$ cat src/hdl/wlh_params.svh
`ifndef WLH_PARAMS_SVH
`define WLH_PARAMS_SVH
// Supervisory timing, 2 MHz instruction-base clock derived from 200 MHz
`define WLH_CLK_SYS_HZ       200000000
`define WLH_BASE_CLK_HZ      2000000
`define WLH_BASE_DIV         (`WLH_CLK_SYS_HZ / `WLH_BASE_CLK_HZ)
`define WLH_TERM_TIME_MS     1000
`define WLH_TERM_TICKS       ((`WLH_BASE_CLK_HZ / 1000) * `WLH_TERM_TIME_MS)
`define WLH_RESET_PULSE_CYC  16
`endif

$ cat src/hdl/wlh_pkg.sv
package wlh_pkg;
  typedef enum logic [1:0] {
    WLH_RUN,
    WLH_WAIT_BOUNDARY,
    WLH_HOLD
  } wlh_hold_state_type;
endpackage

$ cat src/hdl/wlh_sync.sv
`timescale 1ns/1ps
// Three-stage synchroniser; output changes once stages two and three agree
module wlh_sync (
  input  wire logic clk_sys_i,
  input  wire logic reset_n_i,
  input  wire logic async_i,
  output logic      level_o
);
  logic s1;
  logic s2;
  logic s3;
  wire  agree = (s2 == s3);

  always_ff @(posedge clk_sys_i or negedge reset_n_i) begin
    if (!reset_n_i) begin
      s1      <= 1'b0;
      s2      <= 1'b0;
      s3      <= 1'b0;
      level_o <= 1'b0;
    end else begin
      s1 <= async_i;
      s2 <= s1;
      s3 <= s2;
      if (agree) begin
        level_o <= s3;
      end
    end
  end
endmodule

$ cat src/hdl/wlh_top.sv
`timescale 1ns/1ps
// Behaviour
// - Timer terminal count of one second resets chip
// - Timer starts at reset release, never disabled
// - Low supply indication enters hold
// - Supply recovered leaves hold, execution resumes
// - Hold entry only at instruction completion
// - Ring oscillator keeps running during hold
// - All stored state frozen during hold; the watchdog timer keeps counting
// - One second derived from 2 MHz clock
`include "wlh_params.svh"
module wlh_top
  import wlh_pkg::*;
#(
  parameter int unsigned TERM_TICKS = `WLH_TERM_TICKS,
  parameter int unsigned BASE_DIV   = `WLH_BASE_DIV
) (
  input  wire logic clk_sys_i,
  input  wire logic reset_n_i,
  input  wire logic timer_clear_i,
  input  wire logic instr_done_i,
  input  wire logic low_supply_i,
  output logic      chip_reset_o,
  output logic      core_hold_o,
  output logic      ring_oscillator_run_o,
  output logic      state_freeze_o
);
  localparam int CW = $clog2(TERM_TICKS + 1);
  localparam int DW = $clog2(BASE_DIV + 1);
  localparam int PW = $clog2(`WLH_RESET_PULSE_CYC + 1);

  logic [DW-1:0] div_cnt;
  logic [CW-1:0] timer_cnt;
  logic [PW-1:0] pulse_cnt;
  logic          low_supply_s;
  wlh_hold_state_type state;
  wlh_hold_state_type next_state;

  wlh_sync u_sync (
    .clk_sys_i (clk_sys_i),
    .reset_n_i (reset_n_i),
    .async_i   (low_supply_i),
    .level_o   (low_supply_s)
  );

  // 2 MHz base tick from the system clock
  wire base_tick  = (div_cnt == DW'(BASE_DIV - 1));
  // A clear in the terminal cycle wins, so a timely program is never reset
  wire terminal   = (timer_cnt == CW'(TERM_TICKS - 1)) && base_tick
                    && !timer_clear_i;
  wire pulse_busy = (pulse_cnt != '0);

  always_ff @(posedge clk_sys_i or negedge reset_n_i) begin
    if (!reset_n_i) begin
      div_cnt <= '0;
    end else begin
      div_cnt <= base_tick ? '0 : div_cnt + DW'(1);
    end
  end

  // No enable input exists; the count only stops while the reset pulse is out
  always_ff @(posedge clk_sys_i or negedge reset_n_i) begin
    if (!reset_n_i) begin
      timer_cnt <= '0;
    end else if (timer_clear_i || terminal || pulse_busy) begin
      timer_cnt <= '0;
    end else if (base_tick) begin
      timer_cnt <= timer_cnt + CW'(1);
    end
  end

  always_ff @(posedge clk_sys_i or negedge reset_n_i) begin
    if (!reset_n_i) begin
      pulse_cnt    <= '0;
      chip_reset_o <= 1'b0;
    end else begin
      if (terminal) begin
        pulse_cnt <= PW'(`WLH_RESET_PULSE_CYC);
      end else if (pulse_busy) begin
        pulse_cnt <= pulse_cnt - PW'(1);
      end
      chip_reset_o <= terminal || (pulse_cnt > PW'(1));
    end
  end

  always_comb begin
    next_state = state;
    case (state)
      WLH_RUN: begin
        if (low_supply_s) begin
          next_state = instr_done_i ? WLH_HOLD : WLH_WAIT_BOUNDARY;
        end
      end
      WLH_WAIT_BOUNDARY: begin
        if (!low_supply_s) begin
          next_state = WLH_RUN;
        end else if (instr_done_i) begin
          next_state = WLH_HOLD;
        end
      end
      WLH_HOLD: begin
        if (!low_supply_s) begin
          next_state = WLH_RUN;
        end
      end
      default: begin
        next_state = WLH_RUN;
      end
    endcase
  end

  wire next_hold = (next_state == WLH_HOLD);

  always_ff @(posedge clk_sys_i or negedge reset_n_i) begin
    if (!reset_n_i) begin
      state                 <= WLH_RUN;
      core_hold_o           <= 1'b0;
      state_freeze_o        <= 1'b0;
      ring_oscillator_run_o <= 1'b1;
    end else begin
      state                 <= next_state;
      core_hold_o           <= next_hold;
      state_freeze_o        <= next_hold;
      ring_oscillator_run_o <= 1'b1;
    end
  end
endmodule

$ cat config.mk
export PLATFORM = sky130hd
export DESIGN_NAME = wlh_top
export DESIGN_NICKNAME = d
export VERILOG_FILES = /design/src/hdl/wlh_pkg.sv /design/src/hdl/wlh_sync.sv /design/src/hdl/wlh_top.sv
export VERILOG_INCLUDE_DIRS = /design/src /design/src/hdl
export SDC_FILE = /design/constraint.sdc
export NUM_CORES = 1
export LEC_CHECK = 0
export ABC_CLOCK_PERIOD_IN_PS = 2500
export BUFFER_PORTS_ARGS = -buffer_cell sky130_fd_sc_hd__buf_2
export CAP_MARGIN = 30
export CORE_ASPECT_RATIO = 0.75
export CORE_MARGIN = 1.5
export CORE_UTILIZATION = 59
export DETAILED_ROUTE_END_ITERATION = 10
export GPL_TIMING_DRIVEN = 0
export PLACE_DENSITY_LB_ADDON = 0.2
export SYNTH_ARGS = -nofsm -noshare
export SYNTH_HDL_FRONTEND = slang
export SYNTH_SLANG_ARGS = --single-unit
$ cat constraint.sdc
create_clock -name clk_sys_i -period 2.5 [get_ports clk_sys_i]
set_clock_uncertainty 0.15 [all_clocks]
set_input_delay 0.125 -clock clk_sys_i [delete_from_list [all_inputs] [get_ports clk_sys_i]]
set_output_delay 0.125 -clock clk_sys_i [all_outputs]
set_load 0.05 [all_outputs]
==> flow_summary.html <==
<table>
<tr><th>Metric</th><th>Value</th></tr>
<tr><th colspan="2">Global routing</th></tr>
<tr><td>Overall track demand over capacity in global routing</td><td>22.2%</td></tr>
<tr><td>Initial antenna violation count</td><td>0</td></tr>
<tr><td>First-pass GRT wire length</td><td>6.33 mm</td></tr>
<tr><td>Vias in the first global route</td><td>1403</td></tr>
<tr><td>Pin count of the biggest net entering global routing</td><td>42</td></tr>
<tr><td>GRT overflow</td><td>0</td></tr>
<tr><th colspan="2">Final layout</th></tr>
<tr><td># diodes</td><td>0</td></tr>
<tr><td>Finished Layout Cells</td><td>253</td></tr>
<tr><td>Ratio of cells with drive above 1 in the final layout</td><td>13.6%</td></tr>
<tr><td>Post-synthesis to final-layout area growth</td><td>11.9%</td></tr>
<tr><td>Area of all placed cells without fillers</td><td>2270 um^2</td></tr>
<tr><td># nets final</td><td>221</td></tr>
<tr><th colspan="2">Min path</th></tr>
<tr><td>Depth of the worst hold-timing path</td><td>0</td></tr>
<tr><td>Hold/Removal Path Class</td><td>register to register</td></tr>
<tr><td>Hold path startpoint</td><td>u_sync.s1</td></tr>
<tr><td>Worst Hold Path EP</td><td>u_sync.s2</td></tr>
<tr><th colspan="2">Yosys</th></tr>
<tr><td>Main combinational cell family by area after synthesis</td><td>simple AND/OR/NAND/NOR gates</td></tr>
<tr><td>Cell types with the largest area share after synthesis</td><td>dfrtp_1 (51%), a21oi_1 (3.5%), o31ai_1 (3.3%), nand4_1 (3.1%), xnor2_1 (3.0%)</td></tr>
<tr><td>Area share of and/or/nand/nor cells after synthesis</td><td>25.3%</td></tr>
<tr><td>Fraction of registers with async set or reset after synthesis</td><td>100%</td></tr>
<tr><td>Fraction of post-synthesis cell area in the top cell type by area</td><td>50.7%</td></tr>
<tr><td>Synthesized Nets</td><td>203</td></tr>
<tr><td>Xor/xnor share of the synthesized area</td><td>5.19%</td></tr>
<tr><td>Adder and majority cell fraction of the synthesized area</td><td>2.97%</td></tr>
<tr><td>Most used DFF post-synth</td><td>dfrtp_1</td></tr>
<tr><td>Synth Cell Area</td><td>2020 um^2</td></tr>
<tr><td>Mux share of post-synthesis cell area</td><td>1.55%</td></tr>
<tr><td>Leading area contributor after synthesis</td><td>dfrtp_1</td></tr>
<tr><td>Number of storage elements in the synthesis netlist</td><td>41</td></tr>
<tr><td>Mean instance size in the synthesized netlist</td><td>10.4 um^2</td></tr>
<tr><td>Number of enable flip-flop cells after synthesis</td><td>0</td></tr>
<tr><td>Number of cells produced by synthesis</td><td>194</td></tr>
<tr><td>Fraction of the mapped netlist area in compound gates</td><td>10.4%</td></tr>
<tr><td>Yosys synthesis warning count</td><td>0</td></tr>
<tr><td>Fraction of the yosys area taken by sequential cells</td><td>50.7%</td></tr>
<tr><td>Number of distinct library cells after synthesis</td><td>39</td></tr>
<tr><th colspan="2">Place</th></tr>
<tr><td>Half-perimeter wire length after detailed placement</td><td>2.57 mm</td></tr>
<tr><td>Cell Count Post-Placement</td><td>241</td></tr>
<tr><td>Global placer's final weighted congestion</td><td>0.830</td></tr>
<tr><td>DP Area</td><td>2110 um^2</td></tr>
<tr><td>Number of buffer cells added on primary ports</td><td>7</td></tr>
<tr><th colspan="2">Timing</th></tr>
<tr><td>Share of the clock period used by the worst path after layout</td><td>88.8%</td></tr>
<tr><td>Fin Setup TNS</td><td>0 ps</td></tr>
<tr><td>Max_slew headroom</td><td>39.2%</td></tr>
<tr><td>Slew at the pin with the worst max-slew slack</td><td>912 ps</td></tr>
<tr><td>Max Freq</td><td>450 MHz</td></tr>
<tr><td>Setup repair after global routing missed its margin</td><td>false</td></tr>
<tr><td>Max Slew Vio Count</td><td>0</td></tr>
<tr><td>Final setup vio count</td><td>0</td></tr>
<tr><td>Endpoints failing hold</td><td>0</td></tr>
<tr><td>Clock period minus worst slack</td><td>2220 ps</td></tr>
<tr><th colspan="2">Die</th></tr>
<tr><td>Die Ht</td><td>53.7 um</td></tr>
<tr><td>Floorplan Core Area</td><td>3290 um^2</td></tr>
<tr><td>Std-Cell Rows</td><td>18</td></tr>
<tr><td>Die Outline Area</td><td>3800 um^2</td></tr>
<tr><td>Number of primary I/O pins</td><td>9</td></tr>
<tr><td>Initial core utilization</td><td>61.6%</td></tr>
<tr><td>Die Wd</td><td>70.6 um</td></tr>
<tr><th colspan="2">Clock network</th></tr>
<tr><td>Post-CTS setup buffer count</td><td>0</td></tr>
<tr><td>Clk pin slew, worst setup/hold paths</td><td>80 ps</td></tr>
<tr><td>Htree depth</td><td>2</td></tr>
<tr><td>Worst skew pair latency</td><td>290 ps</td></tr>
<tr><td>Clock tree from TritonCTS</td><td>yes</td></tr>
<tr><td>Root Buffer Master</td><td>clkbuf_8</td></tr>
<tr><td>Number of clock sinks</td><td>41</td></tr>
<tr><td>Number of clock buffers inserted by TritonCTS</td><td>5</td></tr>
<tr><td>Number of buffers on the longest clock path</td><td>2</td></tr>
<tr><th colspan="2">Power and ir drop</th></tr>
<tr><td>Power per standard cell area</td><td>704 nW/um^2</td></tr>
<tr><td>Leakage power total</td><td>0.000901 uW</td></tr>
<tr><td>Worst vdd rail ir drop</td><td>0.511 mV</td></tr>
<tr><th colspan="2">Drt</th></tr>
<tr><td>Total number of vias</td><td>1516</td></tr>
<tr><td>Highest layer used for signal routing</td><td>met4</td></tr>
<tr><td>Length of routed met2 wiring</td><td>1.69 mm</td></tr>
<tr><td>Per-cell routed wire length</td><td>15.1 um</td></tr>
<tr><td>Post-DRT Antenna Nets</td><td>0</td></tr>
<tr><td>Pre-antenna DRT Iters</td><td>4</td></tr>
<tr><td>Ratio of routed vias to standard cells</td><td>5.99</td></tr>
<tr><td>Wire length reported by the detailed router</td><td>3.81 mm</td></tr>
<tr><td>Iteration-0 DRC count of the detailed router</td><td>70</td></tr>
<tr><td>Met3 wire len</td><td>157 um</td></tr>
<tr><td>WL met1</td><td>1.91 mm</td></tr>
<tr><td>DRC Markers</td><td>0</td></tr>
<tr><th colspan="2">Setup path</th></tr>
<tr><td>Crit path kind</td><td>register to register</td></tr>
<tr><td>Cells along the critical path</td><td>ha_1 -&gt; and4bb_1 -&gt; buf_4 -&gt; nand3_1 -&gt; clkbuf_1 -&gt; or4_1 -&gt; a21oi_1</td></tr>
<tr><td>Family with the most delay on the worst path</td><td>simple AND/OR/NAND/NOR gates</td></tr>
<tr><td>Critical path depth</td><td>7</td></tr>
<tr><td>Standard cell with the maximum stage delay on the critical path</td><td>or4_1</td></tr>
<tr><td>Worst endpoint data arrival time</td><td>2300 ps</td></tr>
<tr><td>CP startpoint kind</td><td>register</td></tr>
<tr><td>Max Fanout on Critical Path</td><td>10</td></tr>
<tr><td>Startpoint of the lowest-slack register-to-register path</td><td>div_cnt[0]</td></tr>
<tr><td>Number of cell instances on the worst register-to-register path</td><td>7</td></tr>
<tr><td>Crit path capture type</td><td>register</td></tr>
<tr><td>Required time at the endpoint of the critical path</td><td>2580 ps</td></tr>
<tr><td>R2R Setup Slk</td><td>280 ps</td></tr>
<tr><td>Peak per-stage delay on the critical path</td><td>430 ps</td></tr>
<tr><td>Critical R2R Capture</td><td>timer_cnt[15]</td></tr>
<tr><td>Buf/Inv on CP</td><td>2</td></tr>
<tr><th colspan="2">Status</th></tr>
<tr><td>Run status</td><td>complete, no violations</td></tr>
<tr><th colspan="2">Run</th></tr>
<tr><td>Number of violations of the max-capacitance limit</td><td>0</td></tr>
</table>
[routing by layer]
| layer | global-route usage [%] | up-vias |
|---|---|---|
| met2 | 35.2 | 41 |
| met3 | 7.30 | 7 |
| met1 | 29.1 | 731 |
| met5 | 0 | - |
| met4 | 7.86 | 0 |
| li1 | - | 737 |
[placed cells by master (no fill, tap or decap), types with 4 or more instances in the layout]
master,synthesis,routed
nand2b_1,4,4
dfrtp_1,41,41
nand2_1,7,7
xnor2_1,7,7
inv_1,4,4
and2_1,6,6
nor2_1,15,15
clkbuf_1,3,4
xor2_1,5,5
nand4_1,10,10
ha_1,4,4
o21ai_0,8,8
or4_1,7,7
a21oi_1,14,14
or3_1,6,6
clkbuf_8,0,6
buf_2,3,10
dlygate4sd3_1,0,4
o31ai_1,9,9
nand3_1,8,8
[cell families after synthesis]
| kind of cell | after synthesis |
|---|---|
| compound gates | 35 |
| fa+ha+maj | 5 |
| buf+inv | 14 |
| xor+xnor | 12 |
| mux | 3 |
| other cells | 1 |
| flops | 41 |
| simple gates | 83 |
[registers in the layout, indices dropped and copies added (netlist names)]
signal / cells
timer_cnt: 21
div_cnt: 7
pulse_cnt: 5
state: 2
chip_reset_o: 1
state_freeze_o: 1
u_sync.level_o: 1
u_sync.s1: 1
u_sync.s2: 1
u_sync.s3: 1
[final cells by class]
type / count / area (um^2)
clock inverter: 1 / 30.0
buffer: 10 / 60.1
timing repair buffer: 11 / 75.1
fill: 245 / 1020
clock buffer: 7 / 86.3
sequential: 41 / 1030
inverter: 4 / 15.0
multi-input combinational: 139 / 923
tap: 40 / 50.0
[cell usage after synthesis (4+ instances only)]
master	count
inv_1	4
nor2_1	15
and2_1	6
a21oi_1	14
nand3_1	8
or4_1	7
nand4_1	10
ha_1	4
o21ai_0	8
o31ai_1	9
xor2_1	5
or3_1	6
dfrtp_1	41
nand2_1	7
nand2b_1	4
xnor2_1	7
[report_power, final]
group,switching (uW),internal (uW),total [uW]
sequential,54.2,718,772
combinational,160,115,275
clock,223,325,549
total,437,1160,1600
[per-stage QoR]
stage          setup slack [ps]  total power, uW  hold WS (ps)  utilization, %
2_1_floorplan               533              978          -321               -
3_3_place_gp                397             1030          83.0            64.2
6_report                    279             1600           217            68.9
4_1_cts                     291             1620           217            68.9
5_1_grt                     121             1680           232            68.9
3_5_place_dp                316             1060          84.6            64.2
[repair_timing]
action,in CTS,in global routing
hold buffers,4,0
gates resized for setup,0,0
endpoints found under the hold margin,45,0
[how the worst max path moves through the flow]
stage | start | end | slack (ps)
after CTS | div_cnt[0] | timer_cnt[10] | 290
after detailed placement | div_cnt[0] | timer_cnt[15] | 320
final | div_cnt[0] | timer_cnt[15] | 280
after global routing | div_cnt[0] | timer_cnt[10] | 120
after global placement | div_cnt[0] | timer_cnt[15] | 400
after floorplan | div_cnt[0] | timer_cnt[14] | 530
(Power assumes the default switching activity.)
